--- src/dmwe_pkg.sv ---
// Register map, field layout and codes of the display-mode and window-effects bank
package dmwe_pkg;
  // ********************************
  // Register offsets
  // ********************************
  localparam logic [7:0] OFS_DISP_MODE = 8'h34;
  localparam logic [7:0] OFS_WIN_FX = 8'h36;
  localparam logic [7:0] OFS_STATUS = 8'h50;
  // ********************************
  // Reset values
  // ********************************
  localparam logic [7:0] RST_DISP_MODE = 8'h08;
  localparam logic [7:0] RST_WIN_FX = 8'h00;
  // ********************************
  // Field positions
  // ********************************
  localparam int BIT_BLANK = 7;
  localparam int SHADE_LSB = 4;
  localparam int BIT_RSV = 3;
  localparam int ROT_LSB = 0;
  localparam int BIT_DTYPE = 7;
  localparam int BIT_DBEN = 6;
  localparam int SIZE_LSB = 0;
  // Status bits
  localparam int ST_DBWIN = 0;
  localparam int ST_DBL = 1;
  localparam int ST_DBUF = 2;
  // ********************************
  // Codes
  // ********************************
  localparam logic [2:0] SHADE_BYPASS = 3'h0;
  localparam logic [2:0] SHADE_TEMPORAL = 3'h1;
  localparam logic [2:0] SHADE_DITHER = 3'h4;
  localparam logic [2:0] SHADE_BOTH = 3'h6;
  localparam logic [1:0] ROT_0 = 2'h0;
  localparam logic [1:0] ROT_90 = 2'h1;
  localparam logic [1:0] ROT_180 = 2'h2;
  localparam logic [1:0] ROT_270 = 2'h3;
  localparam logic [1:0] SIZE_NONE = 2'h0;
  localparam logic [1:0] SIZE_DOUBLE = 2'h1;
  localparam logic [1:0] SIZE_HALF = 2'h2;
endpackage

--- src/window_rotator.sv ---
// Window write-path coordinate rotation into display-buffer space
`timescale 1ns/100ps
module window_rotator #(
  parameter int CW = 10,
  parameter int DW = 24
) (
  // Clock and reset
  input wire logic i_clk,
  input wire logic i_rst_b,
  // Window geometry
  input wire logic [1:0] i_rot,
  input wire logic [CW-1:0] i_xs,
  input wire logic [CW-1:0] i_ys,
  input wire logic [CW-1:0] i_w,
  input wire logic [CW-1:0] i_h,
  input wire logic i_dbuf,
  // Host pixel in
  input wire logic i_valid,
  input wire logic [CW-1:0] i_col,
  input wire logic [CW-1:0] i_row,
  input wire logic [DW-1:0] i_data,
  // Buffer write out
  output logic o_valid,
  output logic [CW-1:0] o_x,
  output logic [CW-1:0] o_y,
  output logic [DW-1:0] o_data,
  output logic o_dbuf
);
  logic [CW-1:0] rx;
  logic [CW-1:0] ry;
  logic nxt_valid;
  logic [CW-1:0] nxt_x;
  logic [CW-1:0] nxt_y;
  logic [DW-1:0] nxt_data;
  logic nxt_dbuf;
  logic valid_ff;
  logic [CW-1:0] x_ff;
  logic [CW-1:0] y_ff;
  logic [DW-1:0] data_ff;
  logic dbuf_ff;

  // Rotation happens before storage, so each window keeps its own orientation
  always_comb begin
    unique case (i_rot)
      dmwe_pkg::ROT_0: begin
        rx = i_col;
        ry = i_row;
      end
      dmwe_pkg::ROT_90: begin
        rx = i_h - i_row;
        ry = i_col;
      end
      dmwe_pkg::ROT_180: begin
        rx = i_w - i_col;
        ry = i_h - i_row;
      end
      dmwe_pkg::ROT_270: begin
        rx = i_row;
        ry = i_w - i_col;
      end
    endcase
    nxt_valid = i_valid;
    nxt_x = i_valid ? i_xs + rx : x_ff;
    nxt_y = i_valid ? i_ys + ry : y_ff;
    nxt_data = i_valid ? i_data : data_ff;
    nxt_dbuf = i_valid ? i_dbuf : dbuf_ff;
  end

  always_ff @(posedge i_clk or negedge i_rst_b) begin
    if (!i_rst_b) begin
      valid_ff <= 1'b0;
      x_ff <= '0;
      y_ff <= '0;
      data_ff <= '0;
      dbuf_ff <= 1'b0;
    end else begin
      valid_ff <= nxt_valid;
      x_ff <= nxt_x;
      y_ff <= nxt_y;
      data_ff <= nxt_data;
      dbuf_ff <= nxt_dbuf;
    end
  end

  assign o_valid = valid_ff;
  assign o_x = x_ff;
  assign o_y = y_ff;
  assign o_data = data_ff;
  assign o_dbuf = dbuf_ff;
endmodule // window_rotator

--- src/display_mode_window_effects.sv ---
// Display-mode and window special-effects register bank with window and display paths
//
// The plain strobed port was chosen for this implementation.
`timescale 1ns/100ps
module display_mode_window_effects #(
  parameter int CW = 10,
  parameter int DW = 24
) (
  // Clock and reset
  input wire logic i_clk,
  input wire logic i_rst_b,
  // Register port
  input wire logic [7:0] i_addr,
  input wire logic [7:0] i_wdata,
  input wire logic i_wr,
  input wire logic i_rd,
  output logic [7:0] o_rdata,
  // Window definition from host
  input wire logic i_win_start,
  input wire logic [CW-1:0] i_win_xs,
  input wire logic [CW-1:0] i_win_ys,
  input wire logic [CW-1:0] i_win_xe,
  input wire logic [CW-1:0] i_win_ye,
  // Host pixel data
  input wire logic i_hw_valid,
  input wire logic [CW-1:0] i_hw_col,
  input wire logic [CW-1:0] i_hw_row,
  input wire logic [DW-1:0] i_hw_data,
  // Buffer write
  output logic o_bw_valid,
  output logic [CW-1:0] o_bw_x,
  output logic [CW-1:0] o_bw_y,
  output logic [DW-1:0] o_bw_data,
  output logic o_bw_dbuf,
  // Latched window state, plus the unlatched double-buffer enable, for the display pipe
  output logic o_win_size_dbl,
  output logic o_win_size_half,
  output logic [CW-1:0] o_win_xe_eff,
  output logic [CW-1:0] o_win_ye_eff,
  output logic o_db_enable,
  output logic o_db_win_valid,
  output logic [CW-1:0] o_db_xs,
  output logic [CW-1:0] o_db_ys,
  output logic [CW-1:0] o_db_xe,
  output logic [CW-1:0] o_db_ye,
  output logic o_dbl_valid,
  // Display pipe
  input wire logic i_dp_valid,
  input wire logic [DW-1:0] i_dp_pix,
  input wire logic [DW-1:0] i_dp_above,
  input wire logic i_dp_interp_h,
  input wire logic i_dp_interp_v,
  output logic o_dp_valid,
  output logic [DW-1:0] o_dp_pix,
  output logic o_temporal_shading,
  output logic o_dither
);
  localparam int NCH = DW / 8;

  // ********************************
  // Register bank
  // ********************************
  logic [7:0] mode_ff;
  logic [7:0] fx_ff;
  logic [7:0] rdata_ff;
  logic [7:0] nxt_mode;
  logic [7:0] nxt_fx;
  logic [7:0] nxt_rdata;
  logic [7:0] status;

  always_comb begin
    nxt_mode = mode_ff;
    nxt_fx = fx_ff;
    if (i_wr && i_addr == dmwe_pkg::OFS_DISP_MODE) begin
      nxt_mode = i_wdata;
      nxt_mode[2] = 1'b0;
    end
    if (i_wr && i_addr == dmwe_pkg::OFS_WIN_FX) begin
      nxt_fx = i_wdata & 8'hc3;
    end
    nxt_rdata = 8'h00;
    if (i_rd) begin
      unique case (i_addr)
        dmwe_pkg::OFS_DISP_MODE: nxt_rdata = mode_ff;
        dmwe_pkg::OFS_WIN_FX: nxt_rdata = fx_ff;
        dmwe_pkg::OFS_STATUS: nxt_rdata = status;
        default: nxt_rdata = 8'h00;
      endcase
    end
  end

  always_ff @(posedge i_clk or negedge i_rst_b) begin
    if (!i_rst_b) begin
      mode_ff <= dmwe_pkg::RST_DISP_MODE;
      fx_ff <= dmwe_pkg::RST_WIN_FX;
      rdata_ff <= 8'h00;
    end else begin
      mode_ff <= nxt_mode;
      fx_ff <= nxt_fx;
      rdata_ff <= nxt_rdata;
    end
  end

  assign o_rdata = rdata_ff;

  logic blank;
  logic [2:0] shade;
  logic [1:0] rot;
  logic dtype;
  logic dben;
  logic [1:0] sizing;
  assign blank = mode_ff[dmwe_pkg::BIT_BLANK];
  assign shade = mode_ff[dmwe_pkg::SHADE_LSB +: 3];
  assign rot = mode_ff[dmwe_pkg::ROT_LSB +: 2];
  assign dtype = fx_ff[dmwe_pkg::BIT_DTYPE];
  assign dben = fx_ff[dmwe_pkg::BIT_DBEN];
  assign sizing = fx_ff[dmwe_pkg::SIZE_LSB +: 2];

  // Reserved shading codes fall back to bypass
  assign o_temporal_shading = (shade == dmwe_pkg::SHADE_TEMPORAL) ||
                              (shade == dmwe_pkg::SHADE_BOTH);
  assign o_dither = (shade == dmwe_pkg::SHADE_DITHER) ||
                    (shade == dmwe_pkg::SHADE_BOTH);
  assign o_db_enable = dben;

  // ********************************
  // Window latch at start of window
  // ********************************
  logic [1:0] wrot_ff;
  logic wdbuf_ff;
  logic [1:0] wsize_ff;
  logic [CW-1:0] wxs_ff;
  logic [CW-1:0] wys_ff;
  logic [CW-1:0] ww_ff;
  logic [CW-1:0] wh_ff;
  logic [CW-1:0] xe_eff_ff;
  logic [CW-1:0] ye_eff_ff;
  logic dbv_ff;
  logic [CW-1:0] dbxs_ff;
  logic [CW-1:0] dbys_ff;
  logic [CW-1:0] dbxe_ff;
  logic [CW-1:0] dbye_ff;
  logic dblv_ff;
  logic [CW-1:0] dlxs_ff;
  logic [CW-1:0] dlys_ff;
  logic [CW-1:0] dlxe_ff;
  logic [CW-1:0] dlye_ff;
  logic [1:0] nxt_wrot;
  logic nxt_wdbuf;
  logic [1:0] nxt_wsize;
  logic [CW-1:0] nxt_wxs;
  logic [CW-1:0] nxt_wys;
  logic [CW-1:0] nxt_ww;
  logic [CW-1:0] nxt_wh;
  logic [CW-1:0] nxt_xe_eff;
  logic [CW-1:0] nxt_ye_eff;
  logic nxt_dbv;
  logic [CW-1:0] nxt_dbxs;
  logic [CW-1:0] nxt_dbys;
  logic [CW-1:0] nxt_dbxe;
  logic [CW-1:0] nxt_dbye;
  logic nxt_dblv;
  logic [CW-1:0] nxt_dlxs;
  logic [CW-1:0] nxt_dlys;
  logic [CW-1:0] nxt_dlxe;
  logic [CW-1:0] nxt_dlye;
  logic [CW-1:0] dx;
  logic [CW-1:0] dy;
  logic overlap;

  always_comb begin
    dx = i_win_xe - i_win_xs;
    dy = i_win_ye - i_win_ys;
    overlap = (i_win_xs <= dlxe_ff) && (i_win_xe >= dlxs_ff) &&
              (i_win_ys <= dlye_ff) && (i_win_ye >= dlys_ff);
    nxt_wrot = wrot_ff;
    nxt_wdbuf = wdbuf_ff;
    nxt_wsize = wsize_ff;
    nxt_wxs = wxs_ff;
    nxt_wys = wys_ff;
    nxt_ww = ww_ff;
    nxt_wh = wh_ff;
    nxt_xe_eff = xe_eff_ff;
    nxt_ye_eff = ye_eff_ff;
    nxt_dbv = dbv_ff;
    nxt_dbxs = dbxs_ff;
    nxt_dbys = dbys_ff;
    nxt_dbxe = dbxe_ff;
    nxt_dbye = dbye_ff;
    nxt_dblv = dblv_ff;
    nxt_dlxs = dlxs_ff;
    nxt_dlys = dlys_ff;
    nxt_dlxe = dlxe_ff;
    nxt_dlye = dlye_ff;
    if (i_win_start) begin
      // Settings are taken here, so they must be in place before the window starts
      nxt_wrot = rot;
      nxt_wdbuf = dtype && dben;
      nxt_wsize = sizing;
      nxt_wxs = i_win_xs;
      nxt_wys = i_win_ys;
      nxt_ww = dx;
      nxt_wh = dy;
      // Start corner stays put whatever the sizing
      unique case (sizing)
        dmwe_pkg::SIZE_DOUBLE: begin
          nxt_xe_eff = i_win_xs + {dx[CW-2:0], 1'b1};
          nxt_ye_eff = i_win_ys + {dy[CW-2:0], 1'b1};
        end
        dmwe_pkg::SIZE_HALF: begin
          nxt_xe_eff = i_win_xs + (dx >> 1);
          nxt_ye_eff = i_win_ys + (dy >> 1);
        end
        default: begin
          nxt_xe_eff = i_win_xe;
          nxt_ye_eff = i_win_ye;
        end
      endcase
      // A new buffered window replaces the old one; type zero leaves it guarded
      if (dtype && dben) begin
        nxt_dbv = 1'b1;
        nxt_dbxs = i_win_xs;
        nxt_dbys = i_win_ys;
        nxt_dbxe = i_win_xe;
        nxt_dbye = i_win_ye;
      end
      // One doubled window at most: a new one takes over, an overlap cancels
      if (sizing == dmwe_pkg::SIZE_DOUBLE) begin
        nxt_dblv = 1'b1;
        nxt_dlxs = i_win_xs;
        nxt_dlys = i_win_ys;
        nxt_dlxe = i_win_xs + {dx[CW-2:0], 1'b1};
        nxt_dlye = i_win_ys + {dy[CW-2:0], 1'b1};
      end else if (overlap) begin
        nxt_dblv = 1'b0;
      end
    end
    if (!dben) begin
      nxt_dbv = 1'b0;
    end
  end

  always_ff @(posedge i_clk or negedge i_rst_b) begin
    if (!i_rst_b) begin
      wrot_ff <= dmwe_pkg::ROT_0;
      wdbuf_ff <= 1'b0;
      wsize_ff <= dmwe_pkg::SIZE_NONE;
      wxs_ff <= '0;
      wys_ff <= '0;
      ww_ff <= '0;
      wh_ff <= '0;
      xe_eff_ff <= '0;
      ye_eff_ff <= '0;
      dbv_ff <= 1'b0;
      dbxs_ff <= '0;
      dbys_ff <= '0;
      dbxe_ff <= '0;
      dbye_ff <= '0;
      dblv_ff <= 1'b0;
      dlxs_ff <= '0;
      dlys_ff <= '0;
      dlxe_ff <= '0;
      dlye_ff <= '0;
    end else begin
      wrot_ff <= nxt_wrot;
      wdbuf_ff <= nxt_wdbuf;
      wsize_ff <= nxt_wsize;
      wxs_ff <= nxt_wxs;
      wys_ff <= nxt_wys;
      ww_ff <= nxt_ww;
      wh_ff <= nxt_wh;
      xe_eff_ff <= nxt_xe_eff;
      ye_eff_ff <= nxt_ye_eff;
      dbv_ff <= nxt_dbv;
      dbxs_ff <= nxt_dbxs;
      dbys_ff <= nxt_dbys;
      dbxe_ff <= nxt_dbxe;
      dbye_ff <= nxt_dbye;
      dblv_ff <= nxt_dblv;
      dlxs_ff <= nxt_dlxs;
      dlys_ff <= nxt_dlys;
      dlxe_ff <= nxt_dlxe;
      dlye_ff <= nxt_dlye;
    end
  end

  assign o_win_size_dbl = (wsize_ff == dmwe_pkg::SIZE_DOUBLE);
  assign o_win_size_half = (wsize_ff == dmwe_pkg::SIZE_HALF);
  assign o_win_xe_eff = xe_eff_ff;
  assign o_win_ye_eff = ye_eff_ff;
  assign o_db_win_valid = dbv_ff;
  assign o_db_xs = dbxs_ff;
  assign o_db_ys = dbys_ff;
  assign o_db_xe = dbxe_ff;
  assign o_db_ye = dbye_ff;
  assign o_dbl_valid = dblv_ff;
  assign status = {5'h00, wdbuf_ff, dblv_ff, dbv_ff};

  window_rotator #(.CW(CW), .DW(DW)) u_rot (
    .i_clk(i_clk),
    .i_rst_b(i_rst_b),
    .i_rot(wrot_ff),
    .i_xs(wxs_ff),
    .i_ys(wys_ff),
    .i_w(ww_ff),
    .i_h(wh_ff),
    .i_dbuf(wdbuf_ff),
    .i_valid(i_hw_valid),
    .i_col(i_hw_col),
    .i_row(i_hw_row),
    .i_data(i_hw_data),
    .o_valid(o_bw_valid),
    .o_x(o_bw_x),
    .o_y(o_bw_y),
    .o_data(o_bw_data),
    .o_dbuf(o_bw_dbuf)
  );

  // ********************************
  // Display output with doubling filter
  // ********************************
  logic [DW-1:0] prev_ff;
  logic [DW-1:0] dpix_ff;
  logic dval_ff;
  logic [DW-1:0] havg;
  logic [DW-1:0] vavg;
  logic [DW-1:0] nxt_prev;
  logic [DW-1:0] nxt_dpix;
  logic nxt_dval;

  // Per-channel averaging avoids blocky replication
  for (genvar c = 0; c < NCH; c++) begin : g_avg
    logic [8:0] hs;
    logic [7:0] hsel;
    logic [8:0] vs;
    assign hs = {1'b0, i_dp_pix[8*c +: 8]} + {1'b0, prev_ff[8*c +: 8]};
    assign hsel = i_dp_interp_h ? hs[8:1] : i_dp_pix[8*c +: 8];
    assign vs = {1'b0, hsel} + {1'b0, i_dp_above[8*c +: 8]};
    assign havg[8*c +: 8] = hsel;
    assign vavg[8*c +: 8] = vs[8:1];
  end

  always_comb begin
    nxt_prev = i_dp_valid ? i_dp_pix : prev_ff;
    nxt_dval = i_dp_valid;
    nxt_dpix = dpix_ff;
    if (i_dp_valid) begin
      nxt_dpix = i_dp_interp_v ? vavg : havg;
    end
    if (blank) begin
      nxt_dpix = '0;
    end
  end

  always_ff @(posedge i_clk or negedge i_rst_b) begin
    if (!i_rst_b) begin
      prev_ff <= '0;
      dpix_ff <= '0;
      dval_ff <= 1'b0;
    end else begin
      prev_ff <= nxt_prev;
      dpix_ff <= nxt_dpix;
      dval_ff <= nxt_dval;
    end
  end

  assign o_dp_valid = dval_ff;
  assign o_dp_pix = dpix_ff;

  // ********************************
  // Assertions
  // ********************************
  property p_blank;
    @(posedge i_clk) disable iff (!i_rst_b) blank |=> (o_dp_pix == '0);
  endproperty
  a_blank: assert property (p_blank) else $error("pixel not zero while blanked");

  property p_rsv;
    @(posedge i_clk) disable iff (!i_rst_b)
      !(i_wr && i_addr == dmwe_pkg::OFS_DISP_MODE) |=> $stable(mode_ff[dmwe_pkg::BIT_RSV]);
  endproperty
  a_rsv: assert property (p_rsv) else $error("reserved bit changed without a write");

  // Catches a wrong reset value, which the stability check above cannot see
  property p_rsv_rst;
    @(posedge i_clk) disable iff (!i_rst_b)
      $rose(i_rst_b) |-> mode_ff[dmwe_pkg::BIT_RSV];
  endproperty
  a_rsv_rst: assert property (p_rsv_rst) else $error("reserved bit not one after reset");

  property p_shade;
    @(posedge i_clk) disable iff (!i_rst_b)
      (o_temporal_shading == (shade == 3'h1 || shade == 3'h6)) &&
      (o_dither == (shade == 3'h4 || shade == 3'h6));
  endproperty
  a_shade: assert property (p_shade) else $error("shading decode wrong");

  property p_rot0;
    @(posedge i_clk) disable iff (!i_rst_b)
      (i_hw_valid && wrot_ff == 2'h0) |=> (o_bw_x == $past(wxs_ff) + $past(i_hw_col)) &&
        (o_bw_y == $past(wys_ff) + $past(i_hw_row));
  endproperty
  a_rot0: assert property (p_rot0) else $error("unrotated write address wrong");

  property p_rot180;
    @(posedge i_clk) disable iff (!i_rst_b)
      (i_hw_valid && wrot_ff == 2'h2) |=>
        (o_bw_x == $past(wxs_ff) + $past(ww_ff) - $past(i_hw_col));
  endproperty
  a_rot180: assert property (p_rot180) else $error("half-turn write address wrong");

  property p_dbuf;
    @(posedge i_clk) disable iff (!i_rst_b)
      i_win_start ##1 !i_win_start ##1 (i_hw_valid && !i_win_start) |=>
        (o_bw_dbuf == ($past(dtype, 3) && $past(dben, 3)));
  endproperty
  a_dbuf: assert property (p_dbuf) else $error("buffer selection of write wrong");

  property p_keep_db;
    @(posedge i_clk) disable iff (!i_rst_b)
      (dbv_ff && dben && !dtype && i_win_start) |=> dbv_ff && $stable(dbxs_ff);
  endproperty
  a_keep_db: assert property (p_keep_db) else $error("guarded window lost");

  property p_db_off;
    @(posedge i_clk) disable iff (!i_rst_b) !dben |=> !o_db_win_valid;
  endproperty
  a_db_off: assert property (p_db_off) else $error("buffered window kept while disabled");

  property p_dbl;
    @(posedge i_clk) disable iff (!i_rst_b)
      (i_win_start && sizing == 2'h1) |=> o_dbl_valid && o_win_size_dbl &&
        (dlxs_ff == $past(i_win_xs)) && (dlys_ff == $past(i_win_ys));
  endproperty
  a_dbl: assert property (p_dbl) else $error("doubled window not anchored");

  property p_half;
    @(posedge i_clk) disable iff (!i_rst_b)
      (i_win_start && sizing == 2'h2) |=>
        (o_win_xe_eff == $past(i_win_xs) + (($past(i_win_xe) - $past(i_win_xs)) >> 1));
  endproperty
  a_half: assert property (p_half) else $error("halved extent wrong");

  property p_havg;
    @(posedge i_clk) disable iff (!i_rst_b)
      (i_dp_valid && i_dp_interp_h && !i_dp_interp_v && !blank) |=>
        (o_dp_pix[7:0] == 8'((9'($past(i_dp_pix[7:0])) + 9'($past(prev_ff[7:0]))) >> 1));
  endproperty
  a_havg: assert property (p_havg) else $error("horizontal average wrong");

  c_blank: cover property (@(posedge i_clk) disable iff (!i_rst_b) $rose(blank));
  c_dbwin: cover property (@(posedge i_clk) disable iff (!i_rst_b) $rose(o_db_win_valid));
  c_dbl: cover property (@(posedge i_clk) disable iff (!i_rst_b) o_dbl_valid ##1 !o_dbl_valid);
endmodule // display_mode_window_effects

--- config.mk ---
export PLATFORM = sky130hd
export DESIGN_NAME = display_mode_window_effects
export DESIGN_NICKNAME = d
export VERILOG_FILES = /design/src/dmwe_pkg.sv /design/src/window_rotator.sv /design/src/display_mode_window_effects.sv
export SDC_FILE = /design/constraint.sdc
export NUM_CORES = 1
export LEC_CHECK = 0
export ABC_AREA = 0
export BUFFER_PORTS_ARGS = -buffer_cell sky130_fd_sc_hd__buf_2
export CORE_MARGIN = 1
export CORE_UTILIZATION = 58
export DETAILED_ROUTE_END_ITERATION = 12
export PLACE_DENSITY = 0.79
export REMOVE_ABC_BUFFERS = 1
export SLEW_MARGIN = 20
export SYNTH_ARGS = -nofsm -noshare
export SYNTH_HDL_FRONTEND = slang
export SYNTH_SLANG_ARGS = --single-unit
--- constraint.sdc ---
create_clock -name i_clk -period 4.75 [get_ports i_clk]
set_input_delay 0.475 -clock i_clk [delete_from_list [all_inputs] [get_ports i_clk]]
set_output_delay 0.475 -clock i_clk [all_outputs]
set_load 0.005 [all_outputs]
==> metrics.md <==
| Metric | Value |
|---|---|
| Critical path origin | `ww_ff[0]` |
| Post-synth EDFFs | `0` |
| Initial antenna violation count | `9` |
| Wire per inst | `18.9 µm` |
| Fin worst setup slack | `0.501 ns` |
| HP Class | `in -> reg` |
| Die X | `176 µm` |
| IO Port Bufs | `301` |
| Drt total wl | `47300 µm` |
| Final hold vios | `0` |
| Clk buf depth | `3` |
| CP Max Fanout | `3` |
| Setup-failing EPs final | `0` |
| Syn-to-layout area delta | `16.4%` |
| Gr usage total | `30.2%` |
| Cells after DPL | `2440` |
| Fin crit period | `4.25 ns` |
| Synth Flop Type | `dfrtp_1` |
| GPL Wtd Cong | `0.925` |
| Peak Freq | `235 MHz` |
| Req. time, crit path | `5.23 ns` |
| Sequential Power Share | `34.9%` |
| PD cells | `392 nW/µm²` |
| Number of global-route vias before repair | `14700` |
| Grt total ovfl | `0` |
| Max Slew Vio Count | `0` |
| Yosys reg bits | `261` |
| Worst EP arrival | `4.73 ns` |
| Slew headroom | `34.3%` |
| Critical-path top delay cell | `mux4_2` |
| Pleak | `0.0101 µW` |
| Clk network pwr share | `29.5%` |
| Global-route wire length before repair | `74700 µm` |
| DRC errors left | `0` |
| Die footprint | `31000 µm²` |
| Synth unique cells | `79` |
| Comb pwr share | `35.5%` |
| Worst r2r src | `ww_ff[0]` |
| Most frequent cells in the layout | `buf_2, dfrtp_1, ha_1` |
| Via count | `14800` |
| CP Class | `reg -> reg` |
| Setup WS pre-CTS | `0.356 ns` |
| Post-DRT Antenna Nets | `0` |
| Worst Tran Pin Value | `0.985 ns` |
| Worst Hold Depth | `2` |
| Share of cells above drive strength 1 | `25.0%` |
| Die Ht | `176 µm` |
| Dpl hpwl | `35400 µm` |
| Total Nets Final | `2426` |
| Setup crit end | `u_rot.o_y[9]` |
| Clk pin slew, worst setup/hold paths | `0.06 ns` |
| Psw | `2700 µW` |
| Mapped Area | `17600 µm²` |
| Worst R2R End | `u_rot.o_y[9]` |
| CP Cell Sequence | `inv_1 -> ha_1 -> fa_1 -> nor2b_1 -> o21ai_0 -> a21boi_0 -> o21ai_0 -> nor2b_1 -> xnor2_1 -> mux4_2 -> ha_1 -> or3_1 -> nor3_1 -> o31ai_1 -> xnor2_1 -> or3b_1 -> a31oi_1` |
| Synthesized netlist cell count | `1795` |
| Final period util | `89.5%` |
| Worst path max stage delay | `0.50 ns` |
| Commonest non-fill, non-tap cell in the layout | `buf_2` |
| Iter 0 DRT Violations | `905` |
| Clock root cell | `clkbuf_16` |
| Status | `complete, no violations` |
| IO Count | `303` |
| Cell Area, Placed | `19400 µm²` |
| Final Skew | `0.0178 ns` |
| Vias per cell | `5.93` |
| Pin count of the biggest net entering global routing | `102` |
| Final Cell Area | `20500 µm²` |
| Ys Warns | `0` |
| Std-Cell Rows | `63` |
| Non-Filler Instances | `2500` |
| Critical path startpoint category | `flop` |
| RSZ-0062 raised after global routing | `false` |
| Sw Share | `33.6%` |
| Reg2Reg Setup Slack | `0.50 ns` |
| Fraction of registers with async set/reset | `100%` |
| TritonRoute pass-1 iters | `5` |
| FF-to-FF path depth | `17` |
| CTS tree | `yes` |
| Seq/Total Area, Yosys | `37.2%` |
| Num CTS Buffers | `29` |
| Setup TNS | `0 ns` |
| Max-cap viol count | `0` |
| H-tree levels | `1` |
| Synth Area per Inst | `9.79 µm²` |
| P_int | `5320 µW` |
| Core area | `29700 µm²` |
| # clock sinks | `261` |
| Tot Pwr | `8010 µW` |
| Worst vdd ir | `0.334 mV` |
| Worst-skew pair later-pin latency | `0.56 ns` |
| CP Capture Type | `flop` |
| Starting Density | `59.2%` |
-- power groups by stage --
stage	sequential, µW	combinational, µW	clock (µW)
finish	2800	2850	2370
global route	2840	3160	2510
CTS	2790	2820	2410
detailed placement	2830	2780	0
global placement	2820	2670	0
floorplan	2800	1910	0
-- worst max-delay path: cells and delay by family (launching register included) --
kind	cells	cell delay, ns
adders and majority gates	3	0.86
xor gates and xnor gates	2	0.32
and+or+nand+nor	5	1.27
buffers and inverters	1	0.05
AOI/OAI and AO/OA	5	0.85
DFF	1	0.35
muxes	1	0.50
-- synthesized netlist by cell type, types with 4 or more instances --
master	instances	share of area (%)
dfrtp_1	260	37
ha_1	173	12
nand2_1	155	3.3
o21ai_0	150	4.3
inv_1	134	2.9
mux2_2	133	8.5
nor2_1	106	2.3
a21oi_1	90	2.6
xnor2_1	59	2.9
a21o_1	47	2.0
clkbuf_1	47	1.0
nor2b_1	46	1.6
xor2_1	32	1.6
nor3_1	27	0.77
nand2b_1	23	0.82
o21a_1	18	0.77
a31oi_1	17	0.60
nand3_1	17	0.48
a211oi_1	16	0.68
mux4_2	16	2.0
fa_1	14	1.6
o31ai_1	14	0.60
a221oi_1	12	0.60
nand4_1	12	0.43
and3_1	11	0.39
mux2i_1	11	0.63
or3_1	11	0.39
a21boi_0	8	0.34
a2111oi_0	7	0.35
o211ai_1	7	0.30
o21bai_1	7	0.30
a211o_1	6	0.30
a22oi_1	6	0.26
and2_1	6	0.21
buf_1	6	0.13
nor4_1	6	0.21
o41ai_1	6	0.30
clkbuf_8	4	0.31
nand3b_1	4	0.17
o2bb2ai_1	4	0.20
-- cell type report --
type / count / area, µm²
antenna: 7 / 17.5
clock buffer: 40 / 837
clock inverter: 12 / 176
fill: 2306 / 9250
inverter: 136 / 510
multi-input combinational: 1336 / 10300
sequential: 261 / 6530
tap: 390 / 488
timing repair buffer: 318 / 1660
-- per-stage QoR --
step	hold WS, ns	utilization, %
CTS	0.135	68.8
detailed placement	0.426	65.4
global route	0.139	68.9
floorplan	0.179	-
global placement	0.426	65.4
finish	0.153	68.9
-- per-layer routing --
layer / vias up / global-route usage (%) / routed length (µm)
met5: - / 0 / 37
met4: 6 / 10.8 / 1430
met3: 106 / 4.67 / 3370
met2: 556 / 50.8 / 22600
met1: 7125 / 39.4 / 19800
li1: 7040 / - / -
-- cells by family (layout without fill, tap and decap cells) --
logic type / Yosys count / count (layout) / share of synthesized area, %
other: 0 / 7 / 0
DFF: 261 / 261 / 37.2
AOI/OAI and AO/OA: 453 / 453 / 16.5
adders and majority gates: 187 / 187 / 13.9
buffers and inverters: 198 / 506 / 4.56
muxes: 160 / 160 / 11.2
xor gates and xnor gates: 91 / 91 / 4.53
and+or+nand+nor: 445 / 445 / 12.2
-- what timing repair did --
action / in CTS / in global routing
gates resized for setup: 0 / 0
hold buffers: 1 / 0
buffers inserted: 0 / 0
hold endpoints to repair: 52 / 0
-- worst min path at each step --
stage	start	end	slack [ns]
after floorplan	i_rst_b	dlxe_ff[0]	0.18
after global placement	i_rst_b	o_dp_pix[0]	0.43
after detailed placement	i_rst_b	o_dp_pix[0]	0.43
after CTS	i_wdata[5]	mode_ff[5]	0.14
after global routing	i_wdata[4]	mode_ff[4]	0.14
final	i_wdata[5]	mode_ff[5]	0.15
Note: power is estimated with default switching activity, not from simulation.
